<file path="config.mk">
export PLATFORM = sky130hd
export DESIGN_NAME = pjs_sequencer
export DESIGN_NICKNAME = d
export VERILOG_FILES = /design/src/pjs_pkg.sv /design/src/pjs_sequencer.sv /design/src/pjs_ms_tick.sv
export SDC_FILE = /design/constraint.sdc
export NUM_CORES = 2
export LEC_CHECK = 0
export BUFFER_PORTS_ARGS = -buffer_cell sky130_fd_sc_hd__buf_2
export CORE_UTILIZATION = 60
export DETAILED_ROUTE_END_ITERATION = 8
export PLACE_DENSITY = 0.78
export SLEW_MARGIN = 20
export SYNTH_ARGS = -nofsm -noshare
export SYNTH_HDL_FRONTEND = slang
export SYNTH_SLANG_ARGS = --single-unit
</file>
<file path="constraint.sdc">
create_clock -name ref_clk -period 196 [get_ports ref_clk]
set_input_delay 19.6 -clock ref_clk [delete_from_list [all_inputs] [get_ports ref_clk]]
set_output_delay 19.6 -clock ref_clk [all_outputs]
set_load 0.005 [all_outputs]
</file>
<file path="src/pjs_pkg.sv">
package pjs_pkg;

	//------------------------------------------------------------
	// clock and time base
	//------------------------------------------------------------
	localparam int unsigned CLK_HZ        = 200_000_000;
	localparam int unsigned MS_TIME       = 1;
	localparam int unsigned CYCLES_PER_MS = CLK_HZ / 1000 * MS_TIME;

	//------------------------------------------------------------
	// setting limits and reset values
	//------------------------------------------------------------
	localparam logic signed [7:0]  TURNS_MIN   = -8'sd50;
	localparam logic signed [7:0]  TURNS_MAX   = 8'sd50;
	localparam logic signed [7:0]  TURNS_RST   = 8'sd5;
	localparam logic [11:0]        SPEED_MIN   = 12'h064;
	localparam logic [11:0]        SPEED_MAX   = 12'hbb8;
	localparam logic [11:0]        SPEED_RST   = 12'h3e8;
	localparam logic [10:0]        RAMP_MIN    = 11'h032;
	localparam logic [10:0]        RAMP_MAX    = 11'h7d0;
	localparam logic [10:0]        RAMP_RST    = 11'h1f4;
	localparam logic [13:0]        DWELL_MIN   = 14'h0064;
	localparam logic [13:0]        DWELL_MAX   = 14'h2710;
	localparam logic [13:0]        DWELL_RST   = 14'h03e8;

	//------------------------------------------------------------
	// position scale: rpm*ms summed per ms, 60000 per rotation
	//------------------------------------------------------------
	localparam logic [31:0] POS_PER_TURN = 32'h0000ea60;

	typedef enum logic [2:0]
	{
		PJS_IDLE  = 3'b000,
		PJS_OPEN  = 3'b001,
		PJS_ACCEL = 3'b011,
		PJS_CRUISE= 3'b010,
		PJS_DECEL = 3'b110,
		PJS_DWELL = 3'b111
	} pjs_state_e;

endpackage

</file>
<file path="src/pjs_sequencer.sv">
`timescale 1ns/1ps
module pjs_sequencer
#(
	parameter int unsigned TICK_CYCLES = pjs_pkg::CYCLES_PER_MS
)
(
	input  wire logic               ref_clk,
	input  wire logic               rst,
	input  wire logic               util_selected,
	input  wire logic               key_shift,
	input  wire logic               key_mode,
	input  wire logic               param_write_ok,
	input  wire logic               main_power_on,
	input  wire logic               servo_on,
	input  wire logic               safe_state,
	input  wire logic               alarm,
	input  wire logic               overtravel,
	input  wire logic signed [7:0]  first_pattern_turns,
	input  wire logic [11:0]        first_pattern_peak_speed,
	input  wire logic [10:0]        first_pattern_ramp_time,
	input  wire logic [13:0]        first_pattern_dwell_time,
	input  wire logic signed [7:0]  second_pattern_turns,
	input  wire logic [11:0]        second_pattern_peak_speed,
	input  wire logic [10:0]        second_pattern_ramp_time,
	input  wire logic [13:0]        second_pattern_dwell_time,
	output logic                    util_open,
	output logic                    running,
	output logic                    refused,
	output logic                    pattern_sel,
	output logic                    reverse,
	output logic signed [12:0]      speed_ref,
	output logic signed [31:0]      pos_ref
);
	//------------------------------------------------------------
	// setting clamps
	//------------------------------------------------------------
	function automatic logic [13:0] clamp_u(input logic [13:0] v,
		input logic [13:0] lo, input logic [13:0] hi);
		if (v < lo)
			return lo;
		else if (v > hi)
			return hi;
		return v;
	endfunction

	logic               ms_tick;
	logic               permit;
	logic signed [7:0]  turns_raw;
	logic [6:0]         turns_mag;
	logic [11:0]        peak;
	logic [10:0]        ramp;
	logic [13:0]        dwell;
	logic [11:0]        step;
	logic [31:0]        travel;
	logic [31:0]        brake_dist;

	pjs_ms_tick #(.TICK_CYCLES(TICK_CYCLES)) u_tick
	(
		.ref_clk (ref_clk),
		.rst     (rst),
		.ms_tick (ms_tick)
	);

	pjs_pkg::pjs_state_e state;
	pjs_pkg::pjs_state_e next_state;
	logic [11:0]        spd;
	logic [11:0]        next_spd;
	logic [31:0]        done;
	logic [31:0]        next_done;
	logic [13:0]        ms_cnt;
	logic [13:0]        next_ms_cnt;
	logic               next_pattern_sel;
	logic signed [31:0] next_pos_ref;

	// settings are read live from the active pattern every cycle
	always_comb
	begin
		turns_raw = pattern_sel ? second_pattern_turns
			: first_pattern_turns;
		if (turns_raw < pjs_pkg::TURNS_MIN)
			turns_raw = pjs_pkg::TURNS_MIN;
		else if (turns_raw > pjs_pkg::TURNS_MAX)
			turns_raw = pjs_pkg::TURNS_MAX;
		turns_mag = turns_raw[7] ? 7'(-turns_raw) : 7'(turns_raw);
		peak = 12'(clamp_u(14'(pattern_sel ? second_pattern_peak_speed
			: first_pattern_peak_speed), 14'(pjs_pkg::SPEED_MIN),
			14'(pjs_pkg::SPEED_MAX)));
		ramp = 11'(clamp_u(14'(pattern_sel ? second_pattern_ramp_time
			: first_pattern_ramp_time), 14'(pjs_pkg::RAMP_MIN),
			14'(pjs_pkg::RAMP_MAX)));
		dwell = clamp_u(pattern_sel ? second_pattern_dwell_time
			: first_pattern_dwell_time, pjs_pkg::DWELL_MIN,
			pjs_pkg::DWELL_MAX);
		step = 12'(({12'h0, peak} + {13'h0, ramp} - 24'h1) / {13'h0, ramp});
		if (step == 12'h0)
			step = 12'h1;
		travel = 32'(turns_mag) * pjs_pkg::POS_PER_TURN;
		// distance to stop from current speed, v*v/(2*step) approx
		brake_dist = 32'((32'(spd) * 32'(spd + step)) / (32'(step) * 2));
	end

	assign permit = param_write_ok && main_power_on && !servo_on
		&& !safe_state;
	assign refused = util_open && key_mode && state == pjs_pkg::PJS_OPEN
		&& !(permit && !alarm && !overtravel);

	//------------------------------------------------------------
	// sequencer
	//------------------------------------------------------------
	always_comb
	begin
		next_state = state;
		next_spd = spd;
		next_done = done;
		next_ms_cnt = ms_cnt;
		next_pattern_sel = pattern_sel;
		next_pos_ref = pos_ref;
		unique case (state)
		pjs_pkg::PJS_IDLE:
			if (util_selected && key_shift)
				next_state = pjs_pkg::PJS_OPEN;
		pjs_pkg::PJS_OPEN:
			if (key_shift)
				next_state = pjs_pkg::PJS_IDLE;
			else if (key_mode && !refused)
			begin
				next_state = pjs_pkg::PJS_ACCEL;
				next_pattern_sel = 1'b0;
				next_spd = '0;
				next_done = '0;
			end
		default:
		begin
			// drive faults abort motion mid-profile, not only at start
			if (key_shift || servo_on || alarm || overtravel
				|| !main_power_on || safe_state)
			begin
				next_state = key_shift ? pjs_pkg::PJS_IDLE
					: pjs_pkg::PJS_OPEN;
				next_spd = '0;
			end
			else if (ms_tick)
			begin
				if (state != pjs_pkg::PJS_DWELL)
				begin
					next_done = done + 32'(spd);
					next_pos_ref = reverse ? pos_ref - 32'(spd)
						: pos_ref + 32'(spd);
				end
				unique case (state)
				pjs_pkg::PJS_ACCEL:
					// turn around once this step plus the stop would
					// cover the travel; same test as in cruise
					if (done + 32'(spd) + brake_dist >= travel)
						next_state = pjs_pkg::PJS_DECEL;
					else if (spd + step >= peak)
					begin
						next_spd = peak;
						next_state = pjs_pkg::PJS_CRUISE;
					end
					else
						next_spd = spd + step;
				pjs_pkg::PJS_CRUISE:
					if (done + 32'(spd) + brake_dist >= travel)
						next_state = pjs_pkg::PJS_DECEL;
				pjs_pkg::PJS_DECEL:
					if (spd <= step || done >= travel)
					begin
						next_spd = '0;
						next_ms_cnt = '0;
						next_state = pjs_pkg::PJS_DWELL;
					end
					else
						next_spd = spd - step;
				pjs_pkg::PJS_DWELL:
					if (ms_cnt + 14'h1 >= dwell)
					begin
						next_pattern_sel = !pattern_sel;
						next_done = '0;
						next_state = pjs_pkg::PJS_ACCEL;
					end
					else
						next_ms_cnt = ms_cnt + 14'h1;
				default:
					next_state = pjs_pkg::PJS_IDLE;
				endcase
			end
		end
		endcase
	end

	always_ff @(posedge ref_clk)
	begin
		if (rst)
		begin
			state <= pjs_pkg::PJS_IDLE;
			spd <= '0;
			done <= '0;
			ms_cnt <= '0;
			pattern_sel <= 1'b0;
			pos_ref <= '0;
		end
		else
		begin
			state <= next_state;
			spd <= next_spd;
			done <= next_done;
			ms_cnt <= next_ms_cnt;
			pattern_sel <= next_pattern_sel;
			pos_ref <= next_pos_ref;
		end
	end

	assign util_open = state != pjs_pkg::PJS_IDLE;
	assign running = util_open && state != pjs_pkg::PJS_OPEN;
	assign reverse = turns_raw[7];
	assign speed_ref = reverse ? -13'(spd) : 13'(spd);

	//------------------------------------------------------------
	// checks
	//------------------------------------------------------------
	a_refuse_blocks: assert property (@(posedge ref_clk) disable iff (rst)
		refused |=> !running) else $error("run started when refused");
	a_interlock_ok: assert property (@(posedge ref_clk) disable iff (rst)
		$rose(running) |-> $past(permit)) else $error("run without permit");
	a_mode_starts: assert property (@(posedge ref_clk) disable iff (rst)
		state == pjs_pkg::PJS_OPEN && key_mode && !key_shift && !refused
		|=> running) else $error("mode key did not start");
	a_shift_leaves: assert property (@(posedge ref_clk) disable iff (rst)
		util_open && key_shift |=> !util_open)
		else $error("shift key did not leave");
	a_peak_limit: assert property (@(posedge ref_clk) disable iff (rst)
		spd <= pjs_pkg::SPEED_MAX) else $error("speed above limit");
	a_dwell_still: assert property (@(posedge ref_clk) disable iff (rst)
		state == pjs_pkg::PJS_DWELL |-> spd == 12'h0 ##1 $stable(pos_ref))
		else $error("motion during dwell");
	a_pattern_swap: assert property (@(posedge ref_clk) disable iff (rst)
		state == pjs_pkg::PJS_DWELL && next_state == pjs_pkg::PJS_ACCEL
		|=> pattern_sel != $past(pattern_sel))
		else $error("pattern did not alternate");
	a_dir_sign: assert property (@(posedge ref_clk) disable iff (rst)
		reverse && spd != 12'h0 |-> speed_ref < 0)
		else $error("reverse sign wrong");
	a_rev_travel: assert property (@(posedge ref_clk) disable iff (rst)
		running && ms_tick && reverse |=> pos_ref <= $past(pos_ref))
		else $error("reverse pattern moved forward");
	c_run: cover property (@(posedge ref_clk) $rose(running));
	c_swap: cover property (@(posedge ref_clk) $changed(pattern_sel));
	c_refuse: cover property (@(posedge ref_clk) refused);
	c_triangle: cover property (@(posedge ref_clk)
		state == pjs_pkg::PJS_ACCEL ##1 state == pjs_pkg::PJS_DECEL);
endmodule

</file>
<file path="src/pjs_ms_tick.sv">
`timescale 1ns/1ps
module pjs_ms_tick
#(
	// a shorter tick lets the bench run whole profiles in a few thousand cycles
	parameter int unsigned TICK_CYCLES = pjs_pkg::CYCLES_PER_MS
)
(
	input  wire logic ref_clk,
	input  wire logic rst,
	output logic      ms_tick
);
	logic [17:0] cnt;
	logic [17:0] next_cnt;

	always_comb
	begin
		if (cnt == 18'(TICK_CYCLES - 1))
			next_cnt = '0;
		else
			next_cnt = cnt + 18'h1;
	end

	always_ff @(posedge ref_clk)
	begin
		if (rst)
			cnt <= '0;
		else
			cnt <= next_cnt;
	end

	assign ms_tick = (cnt == 18'(TICK_CYCLES - 1));
endmodule

</file>
# --- Word level (Yosys, flattened, before mapping) ---
# Index checks and enable logic that the tools add are counted.
totals:
  regBits: 112
  latch_bits: 0
  mem_bits_rw: 0
  rom_bits: 0
  input_bits: 101
  out_inout_bits: 50
  word_cells: 168
  n_memories: 0
classes:
  n_addsub: 13
  multipliers: 2
  div_mod_pow: 2
  n_lt_le_gt_ge: 13
  n_eq_ne: 20
  n_shift: 0
  muxes: 65
  bitwise: 3
  n_reduce_logical: 43
ops:
  columns: ["operator", "n"]
  rows:
  - ["two-way mux 32 bit", 8]
  - ["two-way mux 12 bit", 12]
  - ["two-way mux 14 bit", 6]
  - ["adder 32 x 12 -> 32 bit", 2]
  - ["greater-or-equal comparator 32 x 23 -> 1 bit", 2]
  - ["case mux 32 bit (2 select lines)", 1]
  - ["case mux 12 bit (2 select lines)", 2]
  - ["two-way mux 11 bit", 4]
  - ["adder 32 bit", 1]
  - ["divider 32 x 13 -> 32 bit", 1]
  - ["subtractor 32 x 12 -> 32 bit", 1]
  - ["two-way mux 3 bit", 10]
  - ["case mux 14 bit (2 select lines)", 1]
  - ["multiplier 12 x 13 -> 25 bit", 1]
  - ["divider 24 x 11 -> 24 bit", 1]
  - ["two-way mux 8 bit", 3]
  - ["adder 18 x 1 -> 18 bit, second input constant", 1]
  - ["== test 18 bit, second input constant", 1]
  - ["multiplier 7 x 11 -> 18 bit, second input constant", 1]
  - ["adder 14 x 1 -> 14 bit, second input constant", 1]
  - ["greater-or-equal comparator 14 bit", 1]
  - ["greater-than comparator 14 bit, second input constant", 1]
  - ["< comparator 14 x 7 -> 1 bit, second input constant", 1]
  - ["AND reduction 7 bit", 2]
  - ["other kinds (46)", 96]

# --- Depth between registers and ports, before layout ---
logic_depth:
  depth_word: 20
  ltp_mapped: 869
  mapped_depth_nobuf: 810

# --- Cells and area by module ---
# Synthesis repeated with hierarchy kept, for this count alone.
unflattened:
  hier_cells: 6746
  hier_area_um2: 49110.9
by_module_without_submodules:
  columns: ["mod", "n_inst", "cells_each", "area_each_um2", "seq_area_each_um2"]
  rows:
  - ["pjs_sequencer", 1, 6650, 48253.8, 1881.8]
  - ["pjs_ms_tick", 1, 96, 857.1, 360.3]

# --- Worst setup path after synthesis ---
# Ideal clock, no wire load.
synth_path:
  path_type: "input-to-reg"
  from: "input second_pattern_ramp_time[7]"
  to: "register spd[0]"
  arrival_ns: 174.177
  t_required_ns: 195.872
  slack_ns: 21.695
  cell_stages: 822
  path_cell_list: "mux2i_1 -> or4_1 -> nor2_1 -> nor2_1 -> a221oi_1 -> ha_1 -> inv_1 -> ha_1 -> inv_1 -> fa_1 -> nand2b_1 -> a21oi_1 -> o21ai_1 -> nand2_1 -> clkbuf_1 -> inv_1 -> ha_1 -> a21o_1 -> [786 not listed] -> o21a_1 -> o21a_1 -> nor2_1 -> nor2_1 -> o21a_1 -> nor2_1 -> nor2_1 -> o21ai_0 -> nand2b_1 -> a21oi_1 -> xnor2_1 -> a2111oi_0 -> a21boi_0 -> o21ai_0 -> o21ai_1 -> clkbuf_1 -> a21oi_1 -> nor2_1"
synth_via:
  elab_chain_len: 18
  word_cells_on_any_way: 31
  cone_classes: "add/sub: 6; mul: 1; div: 2; order compare: 5; eq/ne: 1; mux: 13; reduce/logical: 3"
synth_rtl:
  columns: ["element", "line", "source"]
  rows:
  - ["start, declared", "pjs_sequencer.sv:24", "input wire logic [10:0] second_pattern_ramp_time,"]
  - ["two-way mux 11 bit *", "pjs_sequencer.sv:88", "ramp = 11'(clamp_u(14'(pattern_sel ? second_pattern_ramp_time"]
  - ["greater-than comparator 11 bit", "pjs_sequencer.sv:41", "else if (v > hi)"]
  - ["two-way mux 1 bit", "pjs_sequencer.sv:41", null]
  - ["two-way mux 1 bit", "pjs_sequencer.sv:39", "if (v < lo)"]
  - ["two-way mux 11 bit *", "pjs_sequencer.sv:43", "return v;"]
  - ["adder 12 x 11 -> 13 bit", "pjs_sequencer.sv:94", "step = 12'(({12'h0, peak} + {13'h0, ramp} - 24'h1) / {13'h0, ramp});"]
  - ["subtractor 13 x 1 -> 14 bit", "pjs_sequencer.sv:94", null]
  - ["divider 24 x 11 -> 24 bit *", "pjs_sequencer.sv:94", null]
  - ["zero test 12 bit", "pjs_sequencer.sv:95", "if (step == 12'h0)"]
  - ["two-way mux 12 bit *", "pjs_sequencer.sv:95", null]
  - ["parallel branches: the longest is 8 deep, another holds divider 32 x 13 -> 32 bit", null, null]
  - ["end signal, assigned", "pjs_sequencer.sv:206", "spd <= next_spd;"]
  - ["end, declared", "pjs_sequencer.sv:66", "logic [11:0] spd;"]
# Every way passes the cells marked *. The select of a mux whose other input is x is not followed.
# A chain may end at the register's enable or synchronous reset.

==> impl_metrics.ini <==
[status]
status = complete, no violations

[global_routing]
grt-ovfl-total = 0
grt_pass1_vias = 46611
grt_pass1_wl_um = 228000
grt_max_degree = 81
antenna_found_initial = 0
track_usage_pct = 32.8

[route]
via_per_inst = 6.33
first_pass_iters = 6
num_vias = 49312
ant_nets = 0
wire_per_inst_um = 17.6
wl_um = 137000
drc = 0
drtIter0Drc = 3336

[logic_synthesis]
syn_avg_cell_area_um2 = 7.26
synth_edf_count = 0
yosysWarnings = 0
ys_seq_area_share_pct = 4.63
ys.flop_type = dfxtp_1
ys_seq_elements = 112
synth_cells = 6673
ys_types = 150
async_flop_share_pct = 0
netlist_area_mm2 = 0.0485

[final_layout]
final_common_cell = ha_1
insertedDiodeCount = 0
fin_cells = 7789
syn2layout_area_growth_pct = 5.05
fillCellCount = 7127
final_nets = 7771
drive_gt1_share_pct = 9.33
layout_common_cells = 804 x ha_1, 651 x nor2_1, 603 x nand2_1

[placed_design]
place.gp.congestion = 0.963
portBuffers = 150
dp_cells = 7746
dp_hpwl_um = 109000

[sta]
post-route-period-util_pct = 93.0
drv_slew = 0
fmax_ghz = 0.00549
finalHoldViolCount = 0
period_minus_slack_ns = 182.22
relSlewSlack_pct = 23.1
setup_viol = 0
worst_slew_pin_slew_ns = 1.15
skew_ns = 0.0196

[worst_setup_path]
crit_start = second_pattern_ramp_time[7]
cp-start-kind = input pin
cp_top_family = compound AO/OA/AOI/OAI gates
ff2ff_path_depth = 792
crit_path_end_kind = flip-flop
regToRegSetupSlack_ns = 32.24
crit_cells = 939
timing.rr.start = pattern_sel$_SDFFE_PP0P_
cp_data_required_time_ns = 196.26
crit_end = spd[10]$_SDFFE_PP0P_
crit_path_max_incr_delay_ns = 0.77
cp_common_cell = o21a_1
path_class = input pin to flip-flop
r2r-end = spd[10]$_SDFFE_PP0P_
cp.arrival_ns = 182.48
path_buf_inv = 88
slowest_stage = or3_2
crit_path_max_fanout = 53

[die]
boundaryPins = 151
start_util_pct = 61.0
die_w_um = 286
die_h_um = 286
dieArea_mm2 = 0.0819
fp-row-count = 103
fp.coreArea_mm2 = 0.0795

[cts]
cts_max_level = 3
clk_latency_ns = 0.42
cts.clk_slew.worst_paths_ns = 0.09
cts_tree = done
cts_root_buf = clkbuf_16
clock-sinks = 112
clock_path_buffers = 2
cts_inserted_buffers = 9
cts_hold_buf = 0

[worst_hold_path]
min_path_type = flip-flop to flip-flop

[run]
cap_violations = 0
-- synth_stat cells, types with 23 or more instances --
master | count | share of area [%]
ha_1 | 804 | 21
nor2_1 | 654 | 5.1
nand2_1 | 604 | 4.7
a21oi_1 | 488 | 5.0
inv_1 | 402 | 3.1
nor3_1 | 371 | 3.8
o21a_1 | 347 | 5.4
o21ai_0 | 260 | 2.7
xnor2_1 | 251 | 4.5
xor2_1 | 138 | 2.5
o31ai_1 | 137 | 2.1
clkbuf_1 | 135 | 1.0
fa_1 | 132 | 5.5
mux2_2 | 128 | 3.0
nand3_1 | 125 | 1.3
a21o_1 | 120 | 1.9
and2_1 | 120 | 1.5
dfxtp_1 | 112 | 4.6
nor2b_1 | 89 | 1.1
nand2b_1 | 87 | 1.1
o21bai_1 | 86 | 1.3
or2_2 | 68 | 0.88
and3_1 | 63 | 0.81
o211ai_1 | 55 | 0.85
nand4_1 | 52 | 0.67
mux2i_1 | 47 | 0.97
or3_1 | 47 | 0.61
a211oi_1 | 44 | 0.68
nor4_1 | 42 | 0.54
a31oi_1 | 41 | 0.53
a22oi_1 | 33 | 0.51
buf_4 | 27 | 0.42
o21ai_1 | 27 | 0.28
o22ai_1 | 25 | 0.32
buf_2 | 23 | 0.24
-- flip-flops by register name (all words and copies together), names as in the netlist --
signal and count:
done 32, ms_cnt 14, pattern_sel 1, pos_ref 32, spd 12, state 3
u_tick.cnt 18
-- worst register-to-register path, delay by kind of cell, from the launching register on --
family	cells	cell delay, ns
and+or+nand+nor	195	34.95
xor gates and xnor gates	1	0.13
buffers and inverters	79	14.43
muxes	9	2.69
AOI/OAI and AO/OA	455	94.88
DFF	1	0.57
adders and majority gates	53	15.91
-- metrics by stage --
| stage | setup TNS (ns) | utilization, % | instance area [um2] | hold slack (ns) | setup WS, ns |
|---|---|---|---|---|---|
| floorplan | 0 | - | 48500 | 0.426 | 21.70 |
| global placement | 0 | 63.2 | 50300 | 0.446 | 13.10 |
| detailed placement | 0 | 63.2 | 50300 | 0.457 | 8.88 |
| CTS | 0 | 63.6 | 50600 | 0.476 | 8.82 |
| finish | 0 | 64.0 | 50900 | 0.474 | 13.78 |
| global route | -0.00840 | 64.0 | 50900 | 0.500 | -0.00840 |
-- cells by family (layout without fill, tap and decap cells) --
family / after synthesis / after routing / share of synthesized area [%]
other: 2 / 13 / 0.0155
muxes: 188 / 190 / 4.30
and+or+nand+nor: 2439 / 2440 / 24.5
buffers and inverters: 634 / 685 / 5.27
AOI/OAI and AO/OA: 1972 / 1973 / 28.1
xor gates and xnor gates: 389 / 389 / 7.03
adders and majority gates: 937 / 937 / 26.2
DFF: 112 / 112 / 4.63
-- layout make-up --
cell class	instances	area (um2)	share of cell area, %
tap	1050	1310	2.58
clock buffer	9	225	0.442
timing repair buffer	240	1470	2.89
sequential	112	2250	4.41
multi-input combinational	5942	43900	86.3
clock inverter	7	98.8	0.194
inverter	429	1620	3.18
-- layer usage --
metal,up-vias,GRT usage (%),wire length [um]
met5,-,0,0
met1,23185,41.9,60000
met4,0,12.6,5310
met3,263,2.43,7220
met2,1410,57.2,64800
li1,24454,-,-
-- how the worst min path moves through the flow --
stage               depth (start not counted)                        to  slack (ns)                      from
finish                                      2   ms_cnt[13]$_SDFFE_PP0P_        0.47   ms_cnt[13]$_SDFFE_PP0P_
global route                                1  u_tick.cnt[0]$_SDFF_PP0_        0.50  u_tick.cnt[0]$_SDFF_PP0_
CTS                                         2   ms_cnt[13]$_SDFFE_PP0P_        0.48   ms_cnt[13]$_SDFFE_PP0P_
detailed placement                          1  u_tick.cnt[0]$_SDFF_PP0_        0.46  u_tick.cnt[0]$_SDFF_PP0_
global placement                            1  u_tick.cnt[0]$_SDFF_PP0_        0.45  u_tick.cnt[0]$_SDFF_PP0_
floorplan                                   1  u_tick.cnt[0]$_SDFF_PP0_        0.43  u_tick.cnt[0]$_SDFF_PP0_
-- repair_timing --
item	4_1_cts	5_1_grt
setup buffers	0	23
resized for setup	0	20
hold endpoints to repair	0	0
endpoints found under the setup margin	0	14
Power is left out: the tool's default activity adds up to more than one toggle a clock period on the data nets, which glitch-free logic cannot reach.
